### src/hw/etd_defines.vh
/*
 * Constants for the two-channel 8-bit timer, event counter and divider block.
 * Assumes inclusion by bare name from the design file only.
 */
`ifndef ETD_DEFINES_VH
`define ETD_DEFINES_VH

// Register byte offsets, per channel, then the shared prescale source select.
`define ETD_OFS_CTRL0 12'h000
`define ETD_OFS_MATCH0 12'h004
`define ETD_OFS_STAT0 12'h008
`define ETD_OFS_CTRL1 12'h010
`define ETD_OFS_MATCH1 12'h014
`define ETD_OFS_STAT1 12'h018
`define ETD_OFS_PRESRC 12'h020

// Control byte field positions.
`define ETD_CK_LSB 4
`define ETD_CK_MSB 6
`define ETD_RUN_BIT 3
`define ETD_MODE_LSB 0
`define ETD_MODE_MSB 2
`define ETD_FF_BIT 7

// Field codes.
`define ETD_MODE_TIMER 3'h0
`define ETD_MODE_DIV 3'h1
`define ETD_CK_PIN 3'h7

// Reset values.
`define ETD_CTRL_RST 8'h00
`define ETD_MATCH_RST 8'hFF

`endif

### src/hw/etd_timer.v
/*
 * Two 8-bit timer channels with interval, event count and divider modes, on APB.
 * Assumes pclk is the machine clock and event pins are asynchronous to it.
 */
// Contract
// - Timer mode counts prescaled clock; match pulses irq, clears counter, continues.
// - Event mode counts input falling edges; match pulses irq, clears, resumes.
// - Match register has no buffer; writes take effect at once.
// - Divider match inverts flip-flop, clears counter, raises irq together.
// - Divider output pin is inverse of flip-flop, giving 50 percent square wave.
// - Flip-flop loads the written init bit only while the channel is stopped; reset clears it.
// - Stopped channel holds pin level; bit change only after the stop.
// - Clearing bit 3 stops; later clearing bit 7 forces pin high.
// - Mode 000 is timer or event counter, 001 is divider.
// - Clock select picks prescaled clocks, sub, main/2, main, or 111 pin.
// - Clearing run bit stops and clears counter; setting it starts counting.
`timescale 1ns/1ps
`default_nettype none
`include "etd_defines.vh"

module etd_timer (
  // Clock and reset.
  input wire pclk,
  input wire presetn,
  // APB slave.
  input wire psel,
  input wire penable,
  input wire pwrite,
  input wire [11:0] paddr,
  input wire [31:0] pwdata,
  output reg [31:0] prdata,
  output reg pready,
  output reg pslverr,
  // Oscillator ticks, one pclk cycle wide, from the clock generator.
  input wire main_osc_tick,
  input wire sub_osc_tick,
  // Pins.
  input wire [1:0] event_in_pin,
  output reg [1:0] divider_out_pin_n,
  output reg [1:0] match_irq
);

  ////////////////////////////////////////////////////////////////////////////
  // Shared prescaler on the main oscillator and the sub oscillator.
  reg [10:0] pre_q;
  reg [2:0] sub_pre_q;
  reg presrc_q;
  wire [10:0] pre_inc;
  wire [2:0] sub_inc;
  assign pre_inc = pre_q + 11'h001;
  assign sub_inc = sub_pre_q + 3'h1;

  always @(posedge pclk or negedge presetn) begin
    if (!presetn) begin
      pre_q <= 11'h000;
      sub_pre_q <= 3'h0;
    end else begin
      if (main_osc_tick) begin
        pre_q <= pre_inc;
      end
      if (sub_osc_tick) begin
        sub_pre_q <= sub_inc;
      end
    end
  end

  // Divider carries: rate n ticks when the low n bits roll over.
  wire t1;
  wire t3;
  wire t5;
  wire t7;
  wire t11;
  wire ts3;
  assign t1 = main_osc_tick & pre_q[0];
  assign t3 = main_osc_tick & (&pre_q[2:0]);
  assign t5 = main_osc_tick & (&pre_q[4:0]);
  assign t7 = main_osc_tick & (&pre_q[6:0]);
  assign t11 = main_osc_tick & (&pre_q[10:0]);
  assign ts3 = sub_osc_tick & (&sub_pre_q);

  ////////////////////////////////////////////////////////////////////////////
  // APB access decode; every access is answered in its second access cycle, after one wait state.
  wire acc;
  wire wr;
  assign acc = psel & penable & ~pready;
  assign wr = acc & pwrite;

  always @(posedge pclk or negedge presetn) begin
    if (!presetn) begin
      presrc_q <= 1'b0;
    end else if (wr && paddr == `ETD_OFS_PRESRC) begin
      presrc_q <= pwdata[0];
    end
  end

  wire [7:0] ctrl_w [0:1];
  wire [7:0] match_w [0:1];
  wire [7:0] cnt_w [0:1];
  wire ff_w [0:1];

  ////////////////////////////////////////////////////////////////////////////
  // Channels.
  genvar g;
  generate
    for (g = 0; g < 2; g = g + 1) begin : ch
      reg [7:0] ctrl_q;
      reg [7:0] match_q;
      reg [7:0] cnt_q;
      reg ff_q;
      reg sync1_q;
      reg sync2_q;
      reg prev_q;
      reg tick;
      wire ctrl_hit;
      wire match_hit;
      wire run;
      wire [2:0] ck;
      wire [2:0] mode;
      wire hit;
      assign ctrl_hit = wr && paddr == (g ? `ETD_OFS_CTRL1 : `ETD_OFS_CTRL0);
      assign match_hit = wr && paddr == (g ? `ETD_OFS_MATCH1 : `ETD_OFS_MATCH0);
      assign run = ctrl_q[`ETD_RUN_BIT];
      assign ck = ctrl_q[`ETD_CK_MSB:`ETD_CK_LSB];
      assign mode = ctrl_q[`ETD_MODE_MSB:`ETD_MODE_LSB];

      // Clock select decode; code 000 follows the prescale source choice.
      always @* begin
        case (ck)
          3'h0: tick = presrc_q ? ts3 : t11;
          3'h1: tick = t7;
          3'h2: tick = t5;
          3'h3: tick = t3;
          3'h4: tick = sub_osc_tick;
          3'h5: tick = t1;
          3'h6: tick = main_osc_tick;
          3'h7: tick = prev_q & ~sync2_q;
          default: tick = 1'b0;
        endcase
      end

      // Count hits the match value on a counting tick.
      assign hit = run && tick && (cnt_q + 8'h01 == match_q);

      always @(posedge pclk or negedge presetn) begin
        if (!presetn) begin
          ctrl_q <= `ETD_CTRL_RST;
          match_q <= `ETD_MATCH_RST;
          cnt_q <= 8'h00;
          ff_q <= 1'b0;
          sync1_q <= 1'b1;
          sync2_q <= 1'b1;
          prev_q <= 1'b1;
          match_irq[g] <= 1'b0;
          divider_out_pin_n[g] <= 1'b1;
        end else begin
          sync1_q <= event_in_pin[g];
          sync2_q <= sync1_q;
          prev_q <= sync2_q;
          if (match_hit) begin
            match_q <= pwdata[7:0];
          end
          if (ctrl_hit) begin
            ctrl_q <= pwdata[7:0];
          end
          match_irq[g] <= hit;
          if (!run) begin
            cnt_q <= 8'h00;
          end else if (hit) begin
            cnt_q <= 8'h00;
          end else if (tick) begin
            cnt_q <= cnt_q + 8'h01;
          end
          if (ctrl_hit && !pwdata[`ETD_RUN_BIT] && !run) begin
            ff_q <= pwdata[`ETD_FF_BIT];
          end else if (ctrl_hit && pwdata[`ETD_RUN_BIT] && !run) begin
            ff_q <= pwdata[`ETD_FF_BIT];
          end else if (hit && mode == `ETD_MODE_DIV) begin
            ff_q <= ~ff_q;
          end
          divider_out_pin_n[g] <= ~ff_q;
        end
      end
      assign ctrl_w[g] = ctrl_q;
      assign match_w[g] = match_q;
      assign cnt_w[g] = cnt_q;
      assign ff_w[g] = ff_q;
    end
  endgenerate

  ////////////////////////////////////////////////////////////////////////////
  // Read data for every read, ready and error for every access.
  reg [31:0] rd;
  reg known;
  always @* begin
    rd = 32'h00000000;
    known = 1'b1;
    case (paddr)
      `ETD_OFS_CTRL0: rd = {24'h000000, ctrl_w[0]};
      `ETD_OFS_MATCH0: rd = {24'h000000, match_w[0]};
      `ETD_OFS_STAT0: rd = {23'h000000, ff_w[0], cnt_w[0]};
      `ETD_OFS_CTRL1: rd = {24'h000000, ctrl_w[1]};
      `ETD_OFS_MATCH1: rd = {24'h000000, match_w[1]};
      `ETD_OFS_STAT1: rd = {23'h000000, ff_w[1], cnt_w[1]};
      `ETD_OFS_PRESRC: rd = {31'h00000000, presrc_q};
      default: known = 1'b0;
    endcase
  end

  always @(posedge pclk or negedge presetn) begin
    if (!presetn) begin
      prdata <= 32'h00000000;
      pready <= 1'b0;
      pslverr <= 1'b0;
    end else begin
      pready <= acc;
      pslverr <= acc & ~known;
      if (acc && !pwrite) begin
        prdata <= rd;
      end
    end
  end

endmodule // etd_timer
`default_nettype wire

### config.mk
export PLATFORM = sky130hd
export DESIGN_NAME = etd_timer
export DESIGN_NICKNAME = d
export VERILOG_FILES = /design/src/hw/etd_timer.v
export VERILOG_INCLUDE_DIRS = /design/src /design/src/hw
export SDC_FILE = /design/constraint.sdc
export NUM_CORES = 1
export LEC_CHECK = 0
export BUFFER_PORTS_ARGS = -buffer_cell sky130_fd_sc_hd__buf_2
export CAP_MARGIN = 20
export CORE_MARGIN = 2
export CORE_UTILIZATION = 25
export DETAILED_ROUTE_END_ITERATION = 7
export GPL_ROUTABILITY_DRIVEN = 0
export PLACE_DENSITY_LB_ADDON = 0.05
export SKIP_LAST_GASP = 1
export SLEW_MARGIN = 0
export SYNTH_ARGS = -nofsm -noshare
export SYNTH_HDL_FRONTEND = slang
export SYNTH_SLANG_ARGS = --single-unit
### constraint.sdc
create_clock -name pclk -period 3.04 [get_ports pclk]
set_input_delay 0.152 -clock pclk [delete_from_list [all_inputs] [get_ports pclk]]
set_output_delay 0.152 -clock pclk [all_outputs]
set_load 0.02 [all_outputs]
==> results.py, run 1 <==
metrics = {
    "timing": {
        "setup_viol": 0,
        "relSlewSlack_pct": 46.7,
        "clock_skew_ns": 0.00777,
        "fin_crit_ns": 2.52,
        "worst_pin_slew_ns": 0.794,
        "final_max_slew_viol_count": 0,
        "hold_viol": 0,
        "setup_tns_ns": 0,
        "max_freq_mhz": 396,
        "rsz0062_at_grt": "no",
        "period_share_pct": 83.0,
    },
    "drt": {
        "drc": 0,
        "post_drt_wl_per_cell_um": 18.4,
        "vias": 3749,
        "wl_um": 14400,
        "dr.pass1.iters": 5,
        "drt-initial-drc-count": 172,
        "ant_nets": 0,
        "vias_per_cell": 4.79,
    },
    "cts": {
        "post_cts_buffers": 0,
        "cts_root_buffer": "clkbuf_16",
        "cts_resized": 0,
        "cts_max_level": 3,
        "cts_max_path_buffers": 2,
        "insertion_delay_ns": 0.35,
        "numCtsBuffers": 9,
        "cts_tree": "done",
        "clock_sinks": 86,
        "path_clk_slew_ns": 0.06,
    },
    "floorplan": {
        "die_x_um": 146,
        "core_area_um2": 19500,
        "die_h_um": 146,
        "rows": 51,
        "dieArea_um2": 21200,
        "io_pins": 91,
        "start_util_pct": 25.6,
    },
    "setup_path": {
        "timing.reg2reg.setup_slack_ns": 0.52,
        "critPathSlowestCell": "dfrtp_1",
        "critPathLaunchType": "register",
        "cp_max_fo": 8,
        "path_class": "register to register",
        "max_stage_delay_ns": 0.54,
        "critPathCaptureType": "register",
        "arrival_ns": 2.74,
        "worstPathRequired_ns": 3.26,
        "crit_chain": "ha_1 -> nand3_1 -> o21ai_0 -> nor3b_1 -> o2111ai_2 -> nand3_2 -> o221ai_1",
        "r2r_start": "ch[1].cnt_q[0]",
        "crit_family": "simple AND/OR/NAND/NOR gates",
        "r2r_end": "ch[1].cnt_q[6]",
        "r2r_cells": 7,
        "cp_num_buf_inv": 0,
    },
    "final_layout": {
        "multi_input_area_um2": 2580,
        "diodes": 0,
        "final_nets": 574,
        "final_util_pct": 29.3,
        "layout-drive-gt1-share_pct": 28.0,
        "regArea_um2": 2180,
        "fillers": 2088,
        "area_growth_pct": 14.2,
    },
    "synthesis": {
        "synth_most_common_cell": "dfrtp_1",
        "synth_area_um2": 5010,
        "ys_types": 68,
        "synth_top_area_share_pct": 31.0,
        "synth_ff_type": "dfrtp_1",
        "yosysTopAreaCell": "dfrtp_1",
        "synthArstFlopShare_pct": 100,
        "ys_ff_latch": 86,
        "ys_seq_area_share_pct": 43.6,
        "syn_area_per_cell_um2": 10.7,
        "synth_edf_count": 0,
        "yosys_warnings": 0,
        "synthTopCellsByCount": "dfrtp_1, mux2_2, nand2_1, buf_4, dfstp_2",
        "synth_cells": 470,
        "synth_area_leaders": "dfrtp_1, dfstp_2, mux2_2",
    },
    "job": {
        "cap_viol_max_count": 0,
    },
    "global_routing": {
        "grt_pass1_vias": 3704,
        "antenna_found_initial": 0,
        "grt_overflow_total": 0,
        "grt_pass1_wl_um": 22900,
        "grt_max_degree": 51,
        "grt_usage_pct": 14.1,
    },
    "min_path": {
        "hp-class": "primary input to register",
        "hp-start": "pwdata[3]",
        "worst_hold_path.num_cells": 3,
        "hold_end": "ch[1].ctrl_q[3]",
    },
    "power": {
        "peakVddDrop_mv": 0.245,
        "power.leakage_nw": 2.51,
        "powerDensity_nw_per_um2": 453,
    },
    "run_status": {
        "outcome": "finished clean",
    },
    "placement": {
        "post-dp-hpwl_um": 10700,
        "io_buffers": 43,
    },
}
[state kept, by name (all words and copies together), names as in the netlist, 3 cells and up]
register and cells:
sub_pre_q 3, ch.cnt_q 16, ch.ctrl_q 16, prdata 9, ch.match_q 16, pre_q 11
[worst min-delay path: stages]
cell and delay (ns):
buf_2 0.12, nand2_1 0.05, o21ai_0 0.08
[power by group]
| group | internal, mW | switching (mW) |
|---|---|---|
| sequential | 1.22 | 0.0782 |
| combinational | 0.122 | 0.151 |
| clock | 0.550 | 0.463 |
[cells in the final DEF, fill, tap and decap left out, types with 6 or more instances in the layout]
| master | instances |
|---|---|
| dfstp_2 | 24 |
| conb_1 | 23 |
| nor2b_1 | 6 |
| xnor2_1 | 12 |
| dfrtp_1 | 62 |
| mux2_2 | 40 |
| mux2i_1 | 15 |
| nor2_1 | 16 |
| o21ai_0 | 21 |
| clkbuf_16 | 9 |
| and3_1 | 7 |
| nand4_1 | 18 |
| buf_4 | 9 |
| buf_2 | 42 |
| xor2_1 | 15 |
| nand3_1 | 8 |
| nand2_1 | 36 |
| a221oi_1 | 8 |
| a21oi_1 | 8 |
| o2bb2ai_1 | 7 |
| ha_1 | 7 |
| inv_1 | 16 |
| o22ai_1 | 6 |
[metrics by stage]
stage,cells,power (mW),setup WS [ns],hold slack (ns),instance area (µm²)
floorplan,492,1.50,0.815,-0.144,5090
global placement,765,1.59,0.562,0.259,5430
detailed placement,765,1.60,0.488,0.254,5430
CTS,783,2.63,0.469,0.0839,5720
global route,783,2.72,0.304,0.106,5720
finish,783,2.59,0.516,0.0899,5720
[kinds of logic after synthesis]
family,Yosys count,synth area share (%)
mux,55,12.0
compound gates,87,13.2
buf+inv,59,6.47
xor+xnor,27,4.72
simple gates,148,18.1
fa+ha+maj,7,1.75
other cells,1,0.0749
flops,86,43.6
[layer usage]
metal	global-route usage [%]	routed length (µm)	vias up
met5	0	0	-
met4	3.97	180	0
met3	2.82	539	12
met2	21.5	6470	91
met1	20.4	7220	1860
li1	-	-	1786
[how the worst max path moves through the flow]
stage,startpoint,to,slack (ns),depth (start not counted)
2_1_floorplan,pre_q[0],ch[0].ff_q,0.82,7
3_3_place_gp,ch[1].cnt_q[0],ch[1].cnt_q[6],0.56,7
3_5_place_dp,ch[1].cnt_q[0],ch[1].cnt_q[6],0.49,7
4_1_cts,ch[1].cnt_q[0],ch[1].cnt_q[6],0.47,7
5_1_grt,ch[1].cnt_q[0],ch[1].cnt_q[4],0.30,7
6_report,ch[1].cnt_q[0],ch[1].cnt_q[6],0.52,7
[layout make-up]
| class | instances | share of cell area (%) |
|---|---|---|
| Clock buffer | 13 | 4.20 |
| Clock inverter | 2 | 0.219 |
| Inverter | 16 | 1.05 |
| Multi-Input combinational cell | 347 | 45.2 |
| Sequential cell | 86 | 38.2 |
| Tap cell | 265 | 5.80 |
| Timing Repair Buffer | 54 | 5.38 |
[timing repair]
item / 4_1_cts / 5_1_grt
endpoints found under the hold margin: 40 / 0
setup endpoints to repair: 0 / 0
hold buffers: 3 / 0
(Power assumes the default switching activity.)
==> run 2, diff against run 1 <==
==> constraint.sdc (replaced) <==
create_clock -name pclk -period 2.3 [get_ports pclk]
set_input_delay 0.115 -clock pclk [delete_from_list [all_inputs] [get_ports pclk]]
set_output_delay 0.115 -clock pclk [all_outputs]
set_load 0.02 [all_outputs]
==> results.py, run 2 (synthesis gave the netlist of run 1 again) <==
metrics = {
    "drt": {
        "vias": 3917,
        "drt-initial-drc-count": 190,
        "drc": 0,
        "ant_nets": 0,
        "wl_um": 14700,
        "post_drt_wl_per_cell_um": 17.9,
        "vias_per_cell": 4.77,
        "dr.pass1.iters": 4,
    },
    "timing": {
        "period_share_pct": 99.0,
        "setup_viol": 0,
        "fin_crit_ns": 2.28,
        "clock_skew_ns": 0.00638,
        "whs_ns": 0.0411,
        "worst_pin_slew_ns": 0.679,
        "rsz0062_at_grt": "yes",
        "hold_viol": 0,
        "final_max_slew_viol_count": 0,
        "relSlewSlack_pct": 54.1,
        "max_freq_mhz": 439,
    },
    "power": {
        "p_sw_mw": 0.972,
        "peakVddDrop_mv": 0.332,
        "power_frac_seq_pct": 43.4,
        "power_mw": 3.92,
        "powerDensity_nw_per_um2": 629,
        "pwr-share-comb_pct": 12.3,
        "intPower_mw": 2.95,
        "switching_share_pct": 24.8,
        "power.leakage_nw": 2.77,
        "clock_power_share_pct": 44.3,
    },
    "setup_path": {
        "critPathCaptureType": "register",
        "max_stage_delay_ns": 0.54,
        "cp_max_fo": 2,
        "path_common_cell": "ha_4",
        "arrival_ns": 2.51,
        "critPathSlowestCell": "or4_4",
        "critPathLaunchType": "register",
        "worstPathRequired_ns": 2.54,
        "crit_chain": "ha_4 -> ha_4 -> and3_4 -> or4_4 -> a211o_4 -> and4_1 -> o31a_1",
        "path_class": "register to register",
    },
    "global_routing": {
        "grt_usage_pct": 14.4,
        "grt_max_degree": 49,
        "grt_overflow_total": 0,
        "antenna_found_initial": 0,
        "grt_pass1_wl_um": 23400,
        "grt_pass1_vias": 4027,
    },
    "placement": {
        "io_buffers": 43,
        "post-dp-hpwl_um": 11200,
    },
    "cts": {
        "path_clk_slew_ns": 0.07,
        "cts_tree": "done",
        "numCtsBuffers": 9,
        "cts_max_level": 3,
        "clock_sinks": 86,
        "cts_root_buffer": "clkbuf_16",
        "cts_max_path_buffers": 2,
        "insertion_delay_ns": 0.35,
    },
    "final_layout": {
        "diodes": 0,
        "layout_commonest_cell": "dfrtp_1",
        "top_regs": "ch.cnt_q (16), ch.ctrl_q (16), ch.match_q (16)",
        "area_growth_pct": 24.6,
        "layout-drive-gt1-share_pct": 35.7,
        "final_cell_mix": "dfrtp_1, buf_4, buf_2",
        "final_nets": 612,
    },
    "floorplan": {
        "die_x_um": 146,
        "rows": 51,
        "io_pins": 91,
        "die_h_um": 146,
        "core_area_um2": 19500,
        "start_util_pct": 25.6,
        "dieArea_um2": 21200,
    },
    "min_path": {
        "hp-class": "primary input to register",
    },
    "job": {
        "cap_viol_max_count": 0,
    },
    "run_status": {
        "outcome": "finished clean",
    },
}
## run 2: power by group through the flow
stage               combinational, mW  sequential [mW]  clock, mW
CTS                             0.472             1.69       1.79
detailed placement              0.466             1.72          0
finish                          0.483             1.70       1.74
global route                    0.556             1.72       1.85
floorplan                       0.268             1.72          0
global placement                0.461             1.71          0
## run 2: through the flow
step           setup TNS (ns)  worst slack [ns]  utilization [%]  area [µm²]  std cells
2_1_floorplan               0            0.0754                -        5090        492
3_3_place_gp                0            0.0137             29.4        5730        803
3_5_place_dp          -0.0434           -0.0434             29.4        5730        803
4_1_cts                     0           0.00840             31.3        6110        822
5_1_grt               -0.0254           -0.0254             31.9        6240        822
6_report                    0            0.0232             31.9        6240        822
## run 2: layer usage
metal	vias to the layer above	track usage, %	wire length, µm
met3	21	2.16	511
met2	98	22.6	6680
met1	1925	20.2	7160
met4	0	5.59	352
met5	-	0	0
li1	1873	-	-
## run 2: timing repair
item | 4_1_cts | 5_1_grt
buffers inserted | 0 | 0
endpoints found under the hold margin | 34 | 0
pin swaps | 0 | 7
setup endpoints to repair | 2 | 18
hold buffers | 3 | 0
resized for setup | 1 | 23
## run 2: critical path: cells and delay by family, from the launching register on
family | cells | cell delay, ns
compound gates | 2 | 0.58
fa+ha+maj | 2 | 0.33
flops | 1 | 0.41
simple gates | 3 | 0.85
## run 2: cell type report
cell class              instances  area [µm²]
repair buffers                 92         613
multi-input cells             347        2700
fillers                      2035       13300
clock inverters                 5         106
inverters                      16        60.1
well taps                     265         332
clock buffers                  11         243
flip-flops and latches         86        2180
## run 2: worst paths after layout
path,cells after the start,from,slack [ns],to
setup / recovery,7,sub_pre_q[0],0.02,ch[0].ff_q
hold / removal,3,pwdata[3],0.04,ch[1].ctrl_q[3]
setup reg to reg,7,sub_pre_q[0],0.02,ch[0].ff_q
hold reg to reg,0,ch[1].sync1_q,0.36,ch[1].sync2_q
max in group asynchronous,3,presetn,1.17,ch[1].prev_q
min in group asynchronous,2,presetn,0.35,pslverr
==> run 3, diff against run 2 <==
--- a/config.mk
+++ b/config.mk
@@ -8,7 +8,6 @@
 export LEC_CHECK = 0
 export BUFFER_PORTS_ARGS = -buffer_cell sky130_fd_sc_hd__buf_2
 export CAP_MARGIN = 20
-export CORE_MARGIN = 2
 export CORE_UTILIZATION = 25
 export DETAILED_ROUTE_END_ITERATION = 7
 export GPL_ROUTABILITY_DRIVEN = 0
==> results.py, run 3 (synthesis gave the netlist of run 1 again) <==
metrics = {
    "global_routing": {
        "antenna_found_initial": 0,
        "grt_pass1_wl_um": 22400,
        "grt_usage_pct": 14.9,
        "grt_overflow_total": 0,
        "grt_max_degree": 45,
        "grt_pass1_vias": 3744,
    },
    "cts": {
        "cts_root_buffer": "clkbuf_16",
        "cts_tree": "done",
        "clock_sinks": 86,
        "insertion_delay_ns": 0.35,
        "numCtsBuffers": 9,
        "path_clk_slew_ns": 0.06,
        "cts_max_path_buffers": 2,
        "cts_max_level": 3,
    },
    "floorplan": {
        "dieArea_um2": 20600,
        "rows": 51,
        "die_h_um": 144,
        "io_pins": 91,
        "start_util_pct": 25.6,
        "die_x_um": 144,
        "core_area_um2": 19500,
    },
    "setup_path": {
        "critPathCaptureType": "register",
        "max_stage_delay_ns": 0.54,
        "critPathSlowestCell": "or4_4",
        "cp_max_fo": 2,
        "crit_chain": "ha_2 -> ha_4 -> and3_4 -> or4_4 -> a211o_4 -> and4_1 -> o31a_1",
        "path_class": "register to register",
        "worstPathRequired_ns": 2.53,
        "arrival_ns": 2.52,
        "r2r_cells": 7,
        "critPathLaunchType": "register",
    },
    "placement": {
        "post-dp-hpwl_um": 10900,
        "io_buffers": 43,
        "placed_area_um2": 5700,
        "post-place-ws_ns": -0.00374,
    },
    "timing": {
        "worst_pin_slew_ns": 0.611,
        "relSlewSlack_pct": 59.3,
        "fin_crit_ns": 2.29,
        "setup_viol": 0,
        "setup_tns_ns": 0,
        "finalWorstSetupSlack_ns": 0.0138,
        "final_max_slew_viol_count": 0,
        "clock_skew_ns": 0.00548,
        "hold_viol": 0,
        "rsz0062_at_grt": "yes",
        "max_freq_mhz": 437,
        "period_share_pct": 99.4,
    },
    "min_path": {
        "worst_hold_path.num_cells": 3,
        "hp-class": "primary input to register",
    },
    "final_layout": {
        "fillers": 2040,
        "layout_commonest_cell": "dfrtp_1",
        "final_cell_mix": "dfrtp_1, buf_2, buf_4",
        "final_util_pct": 31.5,
        "area_growth_pct": 22.8,
        "layout-drive-gt1-share_pct": 36.4,
        "diodes": 0,
        "top_regs": "ch.cnt_q (16), ch.ctrl_q (16), ch.match_q (16)",
        "fin_area_um2": 6150,
        "final_nets": 610,
    },
    "drt": {
        "ant_nets": 0,
        "vias_per_cell": 4.71,
        "drt-initial-drc-count": 151,
        "drc": 0,
        "vias": 3864,
        "post_drt_wl_per_cell_um": 17.6,
        "wl_um": 14400,
        "dr.pass1.iters": 4,
    },
    "power": {
        "powerDensity_nw_per_um2": 588,
        "power.leakage_nw": 2.73,
        "power_mw": 3.62,
        "peakVddDrop_mv": 0.334,
    },
    "run_status": {
        "outcome": "finished clean",
    },
    "job": {
        "cap_viol_max_count": 0,
    },
}
[run 3: final cells by class]
cell class	count	area [µm²]	area share, %
clock inverter	4	21.3	0.346
inverter	16	60.1	0.977
timing repair buffer	90	598	9.73
tap	265	332	5.39
clock buffer	12	256	4.17
sequential	86	2180	35.5
multi-input combinational	347	2700	43.8
[run 3: what timing repair did]
item                                   4_1_cts  5_1_grt
hold buffers                                 3        0
setup buffers                                0        2
resized for setup                            2       24
endpoints found under the hold margin       34        0
setup endpoints to repair                    3       18
pin swaps                                    0        9
[run 3: path summary, 6_finish.rpt]
check,start,end,slack [ns]
max,sub_pre_q[0],ch[0].ff_q,0.01
min,pwdata[3],ch[1].ctrl_q[3],0.05
max reg2reg,sub_pre_q[0],ch[0].ff_q,0.01
min reg2reg,ch[0].sync1_q,ch[0].sync2_q,0.36
max in group asynchronous,presetn,ch[1].match_q[7],1.24
min in group asynchronous,presetn,pready,0.33
[run 3: stage by stage]
stage	hold WS [ns]	cells
floorplan	-0.181	492
global placement	0.169	799
detailed placement	0.173	799
CTS	0.0334	818
global route	0.0486	820
finish	0.0482	820
[run 3: power by group]
group	switching (mW)	total [mW]	internal (mW)
Clock	0.631	1.42	0.785
Sequential	0.0808	1.70	1.62
Combinational	0.250	0.502	0.251
[run 3: layer usage]
layer | routed length [µm] | track usage [%] | up-vias
li1 | - | - | 1859
met1 | 7180 | 20.6 | 1896
met2 | 6400 | 22.7 | 88
met3 | 464 | 2.30 | 21
met4 | 366 | 6.94 | 0
met5 | 0 | 0 | -
[run 3: critical path, delay by kind of cell, from the launching register on]
family	cells	cell delay, ns
compound gates	2	0.58
fa+ha+maj	2	0.35
flops	1	0.39
simple gates	3	0.85
